[src/rtl/dvol_pkg.sv]
// shared constants of the digital volume stage: register map, field
// positions, reset values, gain codes, timing counts and mode codes.
// assumes nothing of its surroundings.
package dvol_pkg;

    // ----------------------------------------------------------------
    // register port
    // ----------------------------------------------------------------
    localparam int ADDR_W = 8;
    localparam int DATA_W = 32;
    localparam logic [7:0] OFS_CTRL = 8'h00;
    localparam logic [7:0] OFS_REC_L = 8'h04;
    localparam logic [7:0] OFS_REC_R = 8'h08;
    localparam logic [7:0] OFS_PLAY_L = 8'h0C;
    localparam logic [7:0] OFS_PLAY_R = 8'h10;
    localparam logic [7:0] OFS_LIVE = 8'h14;
    localparam logic [7:0] OFS_STATUS = 8'h18;

    // ----------------------------------------------------------------
    // control field positions and reset values
    // ----------------------------------------------------------------
    localparam int BIT_REC_AGC = 0;
    localparam int BIT_PLAY_AGC = 1;
    localparam int BIT_ADC_L = 2;
    localparam int BIT_ADC_R = 3;
    localparam int BIT_FPS = 4;
    localparam int BIT_LINK = 5;
    localparam int POS_TMO = 6;
    localparam logic [7:0] CTRL_RST = 8'h00;
    localparam logic [1:0] TMO_RST = 2'h0;

    // ----------------------------------------------------------------
    // gain codes, 0.375 dB per step
    // ----------------------------------------------------------------
    localparam logic [7:0] GAIN_MUTE = 8'h00;
    localparam logic [7:0] GAIN_0DB = 8'h91;
    localparam logic [7:0] GAIN_MAX = 8'hF1;
    localparam logic [7:0] REC_GAIN_RST = 8'hE1;
    localparam logic [7:0] PLAY_GAIN_RST = 8'h91;
    // 2^(k/16) scaled by 32768, one entry per step within 6 dB
    localparam logic [15:0] MANT [0:15] = '{
        16'h8000, 16'h85AB, 16'h8B96, 16'h91C4,
        16'h9838, 16'h9EF5, 16'hA5FF, 16'hAD58,
        16'hB505, 16'hBD09, 16'hC567, 16'hCE25,
        16'hD745, 16'hE0CD, 16'hEAC1, 16'hF525};

    // ----------------------------------------------------------------
    // timing counts
    // ----------------------------------------------------------------
    localparam logic [10:0] TMO_BASE_SAMPLES = 11'd128;
    localparam int ADC_INIT_CYCLES = 1024;

    typedef enum logic [2:0] {
        DVOL_M_REC = 3'b001,
        DVOL_M_PLAY = 3'b010,
        DVOL_M_HOLD = 3'b100
    } dvol_mode_t;

endpackage : dvol_pkg

[src/rtl/dvol_fifo.sv]
// sample buffer of the volume stage: first-in first-out store with
// valid/ready on both sides.
// assumes one clock and an asynchronous active-high reset.
`timescale 1ns/1ps
module dvol_fifo #(
    parameter int WIDTH = 32,
    parameter int DEPTH = 16
) (
    input wire logic clk,
    input wire logic rst,
    input wire logic in_valid,
    output logic in_ready,
    input wire logic [WIDTH-1:0] in_data,
    output logic out_valid,
    input wire logic out_ready,
    output logic [WIDTH-1:0] out_data
);
    localparam int AW = $clog2(DEPTH);

    initial begin
        if (DEPTH < 2 || (1 << AW) != DEPTH)
            $error("fifo depth must be a power of two, at least 2");
    end

    logic [WIDTH-1:0] mem [0:DEPTH-1];
    logic [AW:0] wr_ptr_ff;
    logic [AW:0] rd_ptr_ff;
    wire push = in_valid && in_ready;
    wire pop = out_valid && out_ready;

    // full when pointers differ only in the wrap bit
    assign in_ready = !((wr_ptr_ff[AW] != rd_ptr_ff[AW]) &&
                        (wr_ptr_ff[AW-1:0] == rd_ptr_ff[AW-1:0]));
    assign out_valid = (wr_ptr_ff != rd_ptr_ff);
    assign out_data = mem[rd_ptr_ff[AW-1:0]];

    always_ff @(posedge clk) begin
        if (push)
            mem[wr_ptr_ff[AW-1:0]] <= in_data;
    end

    always_ff @(posedge clk or posedge rst) begin
        if (rst) begin
            wr_ptr_ff <= '0;
            rd_ptr_ff <= '0;
        end else begin
            if (push)
                wr_ptr_ff <= wr_ptr_ff + 1'b1;
            if (pop)
                rd_ptr_ff <= rd_ptr_ff + 1'b1;
        end
    end

endmodule : dvol_fifo

[src/rtl/dvol_chan.sv]
// one channel of the volume stage: holds the applied gain, moves it to
// the target at a zero crossing or timeout, and scales samples.
// assumes smp_en pulses once per sample period on the same clock.
`timescale 1ns/1ps
module dvol_chan (
    input wire logic clk,
    input wire logic rst,
    input wire logic smp_en,
    input wire logic [15:0] smp_in,
    input wire logic [7:0] tgt_gain,
    input wire logic [1:0] tmo_sel,
    input wire logic restart,
    input wire logic force_load,
    input wire logic [7:0] gain_rst,
    output logic [7:0] gain_ff,
    output logic [15:0] smp_out_ff
);
    logic [10:0] cnt_ff;
    logic sign_ff;

    // ----------------------------------------------------------------
    // gain update timing
    // ----------------------------------------------------------------
    wire [10:0] lim_m1 = (dvol_pkg::TMO_BASE_SAMPLES << tmo_sel) - 11'd1;
    wire pending = (tgt_gain != gain_ff);
    wire zc = smp_en && (smp_in[15] != sign_ff);
    wire tmo = smp_en && (cnt_ff >= lim_m1);
    wire apply = force_load || (pending && (zc || tmo));

    // ----------------------------------------------------------------
    // scaling: mantissa from the low four bits, shift from the rest
    // ----------------------------------------------------------------
    wire [8:0] off = {1'b0, gain_ff} - 9'd145;
    wire [4:0] sh5 = off[8:4] + 5'd9;
    wire [15:0] mant = dvol_pkg::MANT[off[3:0]];
    wire signed [32:0] prod = $signed(smp_in) * $signed({1'b0, mant});
    wire signed [47:0] wide = 48'(prod) <<< sh5[3:0];
    wire fits = (&wide[47:39]) || !(|wide[47:39]);
    wire [15:0] sat = wide[47] ? 16'h8000 : 16'h7FFF;
    wire [15:0] scaled = (gain_ff == dvol_pkg::GAIN_MUTE) ? 16'h0000 :
                         (fits ? wide[39:24] : sat);

    always_ff @(posedge clk or posedge rst) begin
        if (rst) begin
            gain_ff <= dvol_pkg::GAIN_MUTE;
            cnt_ff <= 11'h000;
            sign_ff <= 1'b0;
            smp_out_ff <= 16'h0000;
        end else begin
            if (apply)
                gain_ff <= tgt_gain;
            if (restart || apply)
                cnt_ff <= 11'h000;
            else if (smp_en && cnt_ff != 11'h7FF)
                cnt_ff <= cnt_ff + 11'd1;
            if (smp_en) begin
                sign_ff <= smp_in[15];
                smp_out_ff <= scaled;
            end
        end
    end

    // gain_rst is the reset face value, checked on the edge after reset
    property p_reset_gain;
        @(posedge clk)
        $fell(rst) |-> gain_ff == gain_rst;
    endproperty
    a_reset_gain: assert property (p_reset_gain)
        else $error("applied gain not at reset value");

    property p_zc_apply;
        @(posedge clk) disable iff (rst)
        zc && pending |=> gain_ff == $past(tgt_gain);
    endproperty
    a_zc_apply: assert property (p_zc_apply)
        else $error("gain not applied at zero crossing");

    property p_tmo_apply;
        @(posedge clk) disable iff (rst)
        smp_en && pending && cnt_ff >= lim_m1 |=> gain_ff == $past(tgt_gain);
    endproperty
    a_tmo_apply: assert property (p_tmo_apply)
        else $error("gain not applied at timeout");

    property p_restart;
        @(posedge clk) disable iff (rst)
        restart |=> cnt_ff == 11'h000;
    endproperty
    a_restart: assert property (p_restart)
        else $error("write did not restart counter");

    property p_mute;
        @(posedge clk) disable iff (rst)
        smp_en && gain_ff == dvol_pkg::GAIN_MUTE |=> smp_out_ff == 16'h0000;
    endproperty
    a_mute: assert property (p_mute)
        else $error("mute code passed signal");

    property p_unity;
        @(posedge clk) disable iff (rst)
        smp_en && gain_ff == dvol_pkg::GAIN_0DB |=>
            smp_out_ff == $past(smp_in);
    endproperty
    a_unity: assert property (p_unity)
        else $error("0 dB code changed sample");

endmodule : dvol_chan

[src/rtl/dvol_top.sv]
// manual digital volume stage of a stereo codec: register port, mode
// selection, sample buffer and two gain channels.
// assumes samples arrive on the register clock as left/right pairs.
//
// How it works
// - live applied left-channel gain readable at any time
// - gain code 0.375 dB steps, 91H unity
// - record manual mode: agc off, adc on, path 0
// - record gains default E1H, 00H mutes
// - record gain applied at crossing or timeout
// - record gains written powered down apply after init
// - playback manual: agc off, adc off or path 1
// - playback gains default 91H, 0H mutes
// - link bit makes left gain drive both
// - playback gain applied at crossing or timeout
// - changed gain write restarts the timeout counter
// - rewriting the same gain restarts nothing
// - timeout 128, 256, 512, 1024 samples
`timescale 1ns/1ps
module dvol_top #(
    parameter int FIFO_DEPTH = 16,
    parameter int ADC_INIT_CYCLES = dvol_pkg::ADC_INIT_CYCLES
) (
    input wire logic REF_CLK,
    input wire logic RST,
    input wire logic [7:0] ADDR,
    input wire logic [31:0] WDATA,
    input wire logic WR,
    input wire logic RD,
    output logic [31:0] RDATA,
    input wire logic S_IN_VALID,
    output logic S_IN_READY,
    input wire logic [15:0] S_IN_LEFT,
    input wire logic [15:0] S_IN_RIGHT,
    output logic S_OUT_VALID,
    input wire logic S_OUT_READY,
    output logic [15:0] S_OUT_LEFT,
    output logic [15:0] S_OUT_RIGHT
);
    initial begin
        if (ADC_INIT_CYCLES < 1 || ADC_INIT_CYCLES > 65535)
            $error("adc init count out of range");
    end

    // ----------------------------------------------------------------
    // register storage
    // ----------------------------------------------------------------
    logic [7:0] ctrl_ff;
    logic [7:0] rec_l_ff;
    logic [7:0] rec_r_ff;
    logic [7:0] play_l_ff;
    logic [7:0] play_r_ff;
    logic [31:0] rdata_ff;

    wire wr_ctrl = WR && (ADDR == dvol_pkg::OFS_CTRL);
    wire wr_rec_l = WR && (ADDR == dvol_pkg::OFS_REC_L);
    wire wr_rec_r = WR && (ADDR == dvol_pkg::OFS_REC_R);
    wire wr_play_l = WR && (ADDR == dvol_pkg::OFS_PLAY_L);
    wire wr_play_r = WR && (ADDR == dvol_pkg::OFS_PLAY_R);

    wire rec_agc_enable = ctrl_ff[dvol_pkg::BIT_REC_AGC];
    wire play_agc_enable = ctrl_ff[dvol_pkg::BIT_PLAY_AGC];
    wire adc_left_power = ctrl_ff[dvol_pkg::BIT_ADC_L];
    wire adc_right_power = ctrl_ff[dvol_pkg::BIT_ADC_R];
    wire filter_path_select = ctrl_ff[dvol_pkg::BIT_FPS];
    wire play_gain_link = ctrl_ff[dvol_pkg::BIT_LINK];
    wire [1:0] zero_cross_timeout_sel =
        ctrl_ff[dvol_pkg::POS_TMO +: 2];

    always_ff @(posedge REF_CLK or posedge RST) begin
        if (RST) begin
            ctrl_ff <= dvol_pkg::CTRL_RST;
            rec_l_ff <= dvol_pkg::REC_GAIN_RST;
            rec_r_ff <= dvol_pkg::REC_GAIN_RST;
            play_l_ff <= dvol_pkg::PLAY_GAIN_RST;
            play_r_ff <= dvol_pkg::PLAY_GAIN_RST;
        end else begin
            if (wr_ctrl)
                ctrl_ff <= WDATA[7:0];
            if (wr_rec_l)
                rec_l_ff <= WDATA[7:0];
            if (wr_rec_r)
                rec_r_ff <= WDATA[7:0];
            if (wr_play_l)
                play_l_ff <= WDATA[7:0];
            if (wr_play_r)
                play_r_ff <= WDATA[7:0];
        end
    end

    // ----------------------------------------------------------------
    // mode selection
    // ----------------------------------------------------------------
    wire adc_on = adc_left_power || adc_right_power;
    wire rec_manual = !rec_agc_enable && adc_on && !filter_path_select;
    wire play_manual = !play_agc_enable &&
                       (!adc_on || filter_path_select);
    dvol_pkg::dvol_mode_t mode;

    // a path under level control keeps its last gain; the limiter and
    // recovery machinery is outside this stage
    assign mode = rec_manual ? dvol_pkg::DVOL_M_REC :
                  play_manual ? dvol_pkg::DVOL_M_PLAY :
                  dvol_pkg::DVOL_M_HOLD;

    // ----------------------------------------------------------------
    // adc initialisation after power-up
    // ----------------------------------------------------------------
    logic adc_on_ff;
    logic [15:0] init_cnt_ff;
    wire adc_rise = adc_on && !adc_on_ff;
    wire init_busy = (init_cnt_ff != 16'h0000);
    wire init_done = (init_cnt_ff == 16'h0001);

    always_ff @(posedge REF_CLK or posedge RST) begin
        if (RST) begin
            adc_on_ff <= 1'b0;
            init_cnt_ff <= 16'h0000;
        end else begin
            adc_on_ff <= adc_on;
            if (!adc_on)
                init_cnt_ff <= 16'h0000;
            else if (adc_rise)
                init_cnt_ff <= 16'(ADC_INIT_CYCLES);
            else if (init_busy)
                init_cnt_ff <= init_cnt_ff - 16'd1;
        end
    end

    // held record gains land all at once when initialisation ends
    wire force_rec = init_done && (mode == dvol_pkg::DVOL_M_REC);
    // the last init cycle must not freeze, or the forced load would
    // reload the old gain instead of the held register value
    wire frozen = (adc_rise || (init_busy && !init_done)) &&
                  (mode == dvol_pkg::DVOL_M_REC);

    // ----------------------------------------------------------------
    // gain targets and counter restarts
    // ----------------------------------------------------------------
    logic [7:0] gain_l;
    logic [7:0] gain_r;
    logic [7:0] tgt_l;
    logic [7:0] tgt_r;
    logic restart_l;
    logic restart_r;

    wire [7:0] play_tgt_r = play_gain_link ? play_l_ff : play_r_ff;
    wire new_play_l = wr_play_l && (WDATA[7:0] != play_l_ff);
    wire new_play_r = wr_play_r && (WDATA[7:0] != play_r_ff);
    wire new_rec_l = wr_rec_l && (WDATA[7:0] != rec_l_ff);
    wire new_rec_r = wr_rec_r && (WDATA[7:0] != rec_r_ff);

    always_comb begin
        tgt_l = gain_l;
        tgt_r = gain_r;
        restart_l = 1'b0;
        restart_r = 1'b0;
        unique case (mode)
            dvol_pkg::DVOL_M_REC: begin
                if (!frozen) begin
                    tgt_l = rec_l_ff;
                    tgt_r = rec_r_ff;
                end
                restart_l = new_rec_l;
                restart_r = new_rec_r;
            end
            dvol_pkg::DVOL_M_PLAY: begin
                tgt_l = play_l_ff;
                tgt_r = play_tgt_r;
                restart_l = new_play_l;
                restart_r = play_gain_link ? new_play_l : new_play_r;
            end
            dvol_pkg::DVOL_M_HOLD: begin
                tgt_l = gain_l;
                tgt_r = gain_r;
            end
        endcase
    end

    // ----------------------------------------------------------------
    // sample path: buffer, gain channels, output register
    // ----------------------------------------------------------------
    logic fifo_valid;
    logic [31:0] fifo_data;
    logic out_valid_ff;
    wire smp_en = fifo_valid && (!out_valid_ff || S_OUT_READY);

    dvol_fifo #(
        .WIDTH(32),
        .DEPTH(FIFO_DEPTH)
    ) u_fifo (
        .clk(REF_CLK),
        .rst(RST),
        .in_valid(S_IN_VALID),
        .in_ready(S_IN_READY),
        .in_data({S_IN_LEFT, S_IN_RIGHT}),
        .out_valid(fifo_valid),
        .out_ready(smp_en),
        .out_data(fifo_data)
    );

    dvol_chan u_chan_l (
        .clk(REF_CLK),
        .rst(RST),
        .smp_en(smp_en),
        .smp_in(fifo_data[31:16]),
        .tgt_gain(tgt_l),
        .tmo_sel(zero_cross_timeout_sel),
        .restart(restart_l),
        .force_load(force_rec),
        .gain_rst(dvol_pkg::GAIN_MUTE),
        .gain_ff(gain_l),
        .smp_out_ff(S_OUT_LEFT)
    );

    dvol_chan u_chan_r (
        .clk(REF_CLK),
        .rst(RST),
        .smp_en(smp_en),
        .smp_in(fifo_data[15:0]),
        .tgt_gain(tgt_r),
        .tmo_sel(zero_cross_timeout_sel),
        .restart(restart_r),
        .force_load(force_rec),
        .gain_rst(dvol_pkg::GAIN_MUTE),
        .gain_ff(gain_r),
        .smp_out_ff(S_OUT_RIGHT)
    );

    always_ff @(posedge REF_CLK or posedge RST) begin
        if (RST)
            out_valid_ff <= 1'b0;
        else if (smp_en)
            out_valid_ff <= 1'b1;
        else if (S_OUT_READY)
            out_valid_ff <= 1'b0;
    end
    assign S_OUT_VALID = out_valid_ff;

    // ----------------------------------------------------------------
    // read port: data stands in the cycle after the strobe only
    // ----------------------------------------------------------------
    wire [7:0] status = {3'b000, init_busy, adc_on, mode};
    wire [7:0] rd_mux =
        (ADDR == dvol_pkg::OFS_CTRL) ? ctrl_ff :
        (ADDR == dvol_pkg::OFS_REC_L) ? rec_l_ff :
        (ADDR == dvol_pkg::OFS_REC_R) ? rec_r_ff :
        (ADDR == dvol_pkg::OFS_PLAY_L) ? play_l_ff :
        (ADDR == dvol_pkg::OFS_PLAY_R) ? play_r_ff :
        (ADDR == dvol_pkg::OFS_LIVE) ? gain_l :
        (ADDR == dvol_pkg::OFS_STATUS) ? status : 8'h00;

    always_ff @(posedge REF_CLK or posedge RST) begin
        if (RST)
            rdata_ff <= 32'h00000000;
        else if (RD)
            rdata_ff <= {24'h000000, rd_mux};
        else
            rdata_ff <= 32'h00000000;
    end
    assign RDATA = rdata_ff;

    // ----------------------------------------------------------------
    // checks
    // ----------------------------------------------------------------
    property p_live_read;
        @(posedge REF_CLK) disable iff (RST)
        RD && ADDR == dvol_pkg::OFS_LIVE |=>
            RDATA == {24'h000000, $past(gain_l)};
    endproperty
    a_live_read: assert property (p_live_read)
        else $error("live gain readback wrong");

    property p_rec_mode;
        @(posedge REF_CLK) disable iff (RST)
        !rec_agc_enable && adc_on && !filter_path_select |->
            mode == dvol_pkg::DVOL_M_REC;
    endproperty
    a_rec_mode: assert property (p_rec_mode)
        else $error("record manual mode not selected");

    property p_play_mode;
        @(posedge REF_CLK) disable iff (RST)
        !play_agc_enable && (!adc_on || filter_path_select) |->
            mode != dvol_pkg::DVOL_M_HOLD;
    endproperty
    a_play_mode: assert property (p_play_mode)
        else $error("playback manual mode not selected");

    property p_link;
        @(posedge REF_CLK) disable iff (RST)
        mode == dvol_pkg::DVOL_M_PLAY && play_gain_link |->
            tgt_r == play_l_ff && restart_r == restart_l;
    endproperty
    a_link: assert property (p_link)
        else $error("linked right gain not following left");

    property p_same_write;
        @(posedge REF_CLK) disable iff (RST)
        wr_play_l && WDATA[7:0] == play_l_ff |-> !restart_l;
    endproperty
    a_same_write: assert property (p_same_write)
        else $error("same-value write restarted counter");

    property p_init_load;
        @(posedge REF_CLK) disable iff (RST)
        force_rec |=> gain_l == $past(rec_l_ff) && gain_r == $past(rec_r_ff);
    endproperty
    a_init_load: assert property (p_init_load)
        else $error("held record gain not applied after init");

    property p_init_hold;
        @(posedge REF_CLK) disable iff (RST)
        frozen && !force_rec |=> $stable(gain_l);
    endproperty
    a_init_hold: assert property (p_init_hold)
        else $error("record gain moved during adc init");

    property p_rd_pulse;
        @(posedge REF_CLK) disable iff (RST)
        !RD |=> RDATA == 32'h00000000;
    endproperty
    a_rd_pulse: assert property (p_rd_pulse)
        else $error("read data stood past its cycle");

endmodule : dvol_top

[config.mk]
export PLATFORM = sky130hd
export DESIGN_NAME = dvol_top
export DESIGN_NICKNAME = d
export VERILOG_FILES = /design/src/rtl/dvol_pkg.sv /design/src/rtl/dvol_fifo.sv /design/src/rtl/dvol_chan.sv /design/src/rtl/dvol_top.sv
export SDC_FILE = /design/constraint.sdc
export NUM_CORES = 2
export LEC_CHECK = 0
export ABC_AREA = 1
export ABC_CLOCK_PERIOD_IN_PS = 15500
export BUFFER_PORTS_ARGS = -buffer_cell sky130_fd_sc_hd__buf_2
export CORE_UTILIZATION = 45
export DETAILED_ROUTE_END_ITERATION = 8
export PLACE_DENSITY = 0.61
export SYNTH_ARGS = -nofsm -noshare
export SYNTH_HDL_FRONTEND = slang
export SYNTH_HIERARCHICAL = 1
export SYNTH_SLANG_ARGS = --single-unit
[constraint.sdc]
create_clock -name REF_CLK -period 15.5 [get_ports REF_CLK]
set_input_delay 3.1 -clock REF_CLK [delete_from_list [all_inputs] [get_ports REF_CLK]]
set_output_delay 3.1 -clock REF_CLK [all_outputs]
set_load 0.1 [all_outputs]
==> results.toml <==
[grt]
grt_first_pass_wirelength_microns = 214800
antenna_found_initial = 12
first_global_vias = 38364
grt_max_degree = 124
grt.total_usage = 0.2430
grt-ovfl-total = 0

[cts]
cts-root-buf = "clkbuf_16"
cts_buffer_depth = 3
cts_tree = "done"
clk_pin_slew_ns = 0.06
numCtsBuffers = 74
post_cts_buffers = 0
clk_latency_ns = 0.65
cts.sinks = 660
htree_num_levels = 3
ctsResizeCount = 0
cts_hold_buf = 0

[timing]
finalHoldViolCount = 0
setup_viol = 0
maxSlewViolCount = 0
min_period_over_period = 0.6743
rsz0062_at_grt = "false"
setup_ws_ns = 5.048
relSlewSlack = 0.2274
fmax_ghz = 0.09568
max_slew.worst_pin.slew_ns = 1.157
worst_clock_skew_ns = 0.05152
tns_ns = 0
period_needed_ns = 10.45

[synthesis]
ys_async_sr_fraction = 0.2242
synth_flop_cell = "edfxtp_1"
synth-edff-count = 512
yosysTopAreaCellShare = 0.3047
synthesis.area_sq_um = 50450
yosysUniqueCellTypes = 64
netlist_instances = 5910
yosys.area.top_type = "edfxtp_1"
ys_seq_area_frac = 0.3785
ys_warn_count = 6
synth_seq_cells = 660
netlist_top_cells_area = "edfxtp_1, fa_1, nand2_1, dfrtp_1, ha_1"
syn_area_per_cell_sq_um = 8.537

[setup_path]
path_class = "flop to flop"
cp.arrival_ns = 10.96
startpoint_type = "flop"
critPathMaxStageDelay_ns = 0.93
required_ns = 16.01
r2r_setup_slack_ns = 5.05
r2r_cells = 43
r2r-end = "u_chan_l/smp_out_ff[11]"
crit_fanout = 64
worst_path_most_repeated_cell = "nand2_1"
cp-end-kind = "flop"
r2r_start = "u_fifo/rd_ptr_ff[0]"
crit_path_top_delay_cell = "dfrtp_4"

[place]
portBuffers = 95
place.detailed.hpwl_microns = 94520
routabilityCongestion = 0.9414
place_worst_setup_slack_ns = 5.019

[detailed_routing]
dr.pass1.iters = 8
wl_per_cell_microns = 18.20
via_per_inst = 5.243
drc_errors = 0
vias = 39181
drtIter0Drc = 2864
routed_wl_microns = 136000
drtAntennaViolNets = 0

[flow_run]
maxCapViolations = 0

[floorplanning]
io_pins = 144
die_y_microns = 336.8
dieArea_sq_um = 113500
start_util = 0.4546
coreArea_sq_um = 111000
rows = 122
die_x_microns = 336.8

[worst_hold_path]
min_to = "u_chan_r/smp_out_ff[6]"
hp-start = "u_chan_r/smp_out_ff[6]"
whs_path_depth = 2
hp-class = "flop to flop"

[cells_and_area]
fin_nets = 6658
post-route-util = 0.4921
area_growth_pct = 8.243
drive_gt1_frac = 0.07454

[run_status]
status = "finished, final reports clean"
critical path: cells and delay by family (launching register included):
kind                     cells  cell delay (ns)
AO/OA/AOI/OAI                5             1.02
adder cells (fa/ha/maj)      7             3.24
buffers and inverters        8             2.13
flip-flops                   1             0.93
AND/OR/NAND/NOR             23             2.93
layout make-up:
type | instances | area, sq um
diodes | 2 | 5.005
clock buffers | 92 | 1939
clock inverters | 40 | 434.2
fillers | 10601 | 56360
inverters | 834 | 3138
multi-input cells | 4208 | 27250
flip-flops and latches | 660 | 19100
well taps | 1488 | 1862
repair buffers | 149 | 880.8
cell families after synthesis:
family	count (synthesis)	synth area share
mux	7	0.001414
flops	660	0.3785
compound gates	655	0.06991
buf+inv	1065	0.08568
xor+xnor	90	0.01577
other cells	1	0.00007433
fa+ha+maj	653	0.2197
simple gates	2779	0.2290
flip-flops by register name, summed over array words and instances (netlist names):
name and count:
u_chan_l/cnt_ff 11, u_fifo/mem 512, ctrl_ff 8, u_chan_r/gain_ff 8
S_OUT_VALID 1, u_fifo/rd_ptr_ff 5, rec_l_ff 8, u_chan_l/sign_ff 1
play_r_ff 8, init_cnt_ff 16, u_chan_r/cnt_ff 11, u_chan_l/gain_ff 8
rec_r_ff 8, u_fifo/wr_ptr_ff 5, u_chan_l/smp_out_ff 16, u_chan_r/smp_out_ff 16
play_l_ff 8, RDATA 8, adc_on_ff 1, u_chan_r/sign_ff 1
metal layers:
metal / vias to the layer above / track usage / share of wire
met1: 18976 / 0.3252 / 0.43
met3: 258 / 0.03687 / 0.063
li1: 18810 / - / -
met5: - / 0 / 0.00094
met4: 20 / 0.06692 / 0.027
met2: 1117 / 0.4090 / 0.48
through the flow:
stage | cells | hold WS [ns] | cell area [sq um]
2_1_floorplan | 5933 | 0.4488 | 50540
3_3_place_gp | 7339 | 0.4602 | 52230
3_5_place_dp | 7339 | 0.4641 | 52230
4_1_cts | 7471 | 0.4802 | 54610
5_1_grt | 7472 | 0.4929 | 54610
6_report | 7473 | 0.4747 | 54610
synthesized netlist by cell type, types with 17 or more instances:
library cell and number:
o21ai_1 71, buf_4 38, or2_2 17, nand2_2 44, inv_1 797, nor3_1 32, a21oi_1 123, nor2_1 829
nand3_1 351, edfxtp_1 512, xor2_1 50, buf_1 30, dfrtp_1 134, xnor2_1 39, inv_2 20, nor2_2 20
nand2_1 1406, nand4_1 25, buf_2 54, ha_1 265, o21ai_0 366, fa_1 388, clkbuf_1 94
cell usage in the layout, fill, tap and decap left out, types with 17 or more instances in the layout:
master,instances
a21oi_1,122
buf_2,95
buf_4,54
clkbuf_16,74
clkinv_1,30
conb_1,24
dfrtp_1,131
edfxtp_1,512
fa_1,388
ha_1,265
inv_1,794
inv_2,21
nand2_1,1406
nand2_2,44
nand3_1,351
nand4_1,25
nor2_1,813
nor2_2,20
nor2_4,28
nor3_1,32
o21ai_0,365
o21ai_1,71
or2_2,17
xnor2_1,39
xor2_1,50
worst max path at each step:
| stage | start | endpoint | slack [ns] | cells after the start |
|---|---|---|---|---|
| after floorplan | u_chan_l/gain_ff[0] | u_chan_l/smp_out_ff[10] | 7.14 | 46 |
| after global placement | u_fifo/rd_ptr_ff[0] | u_chan_l/smp_out_ff[11] | 5.11 | 44 |
| after detailed placement | u_fifo/rd_ptr_ff[0] | u_chan_l/smp_out_ff[11] | 5.02 | 42 |
| after CTS | u_fifo/rd_ptr_ff[0] | u_chan_l/smp_out_ff[11] | 5.01 | 42 |
| after global routing | u_fifo/rd_ptr_ff[0] | u_chan_l/smp_out_ff[10] | 4.16 | 44 |
| final | u_fifo/rd_ptr_ff[0] | u_chan_l/smp_out_ff[11] | 5.05 | 43 |
Power is not shown: default switching activity piles up to over one toggle a cycle in this logic, so the estimate is an artifact.
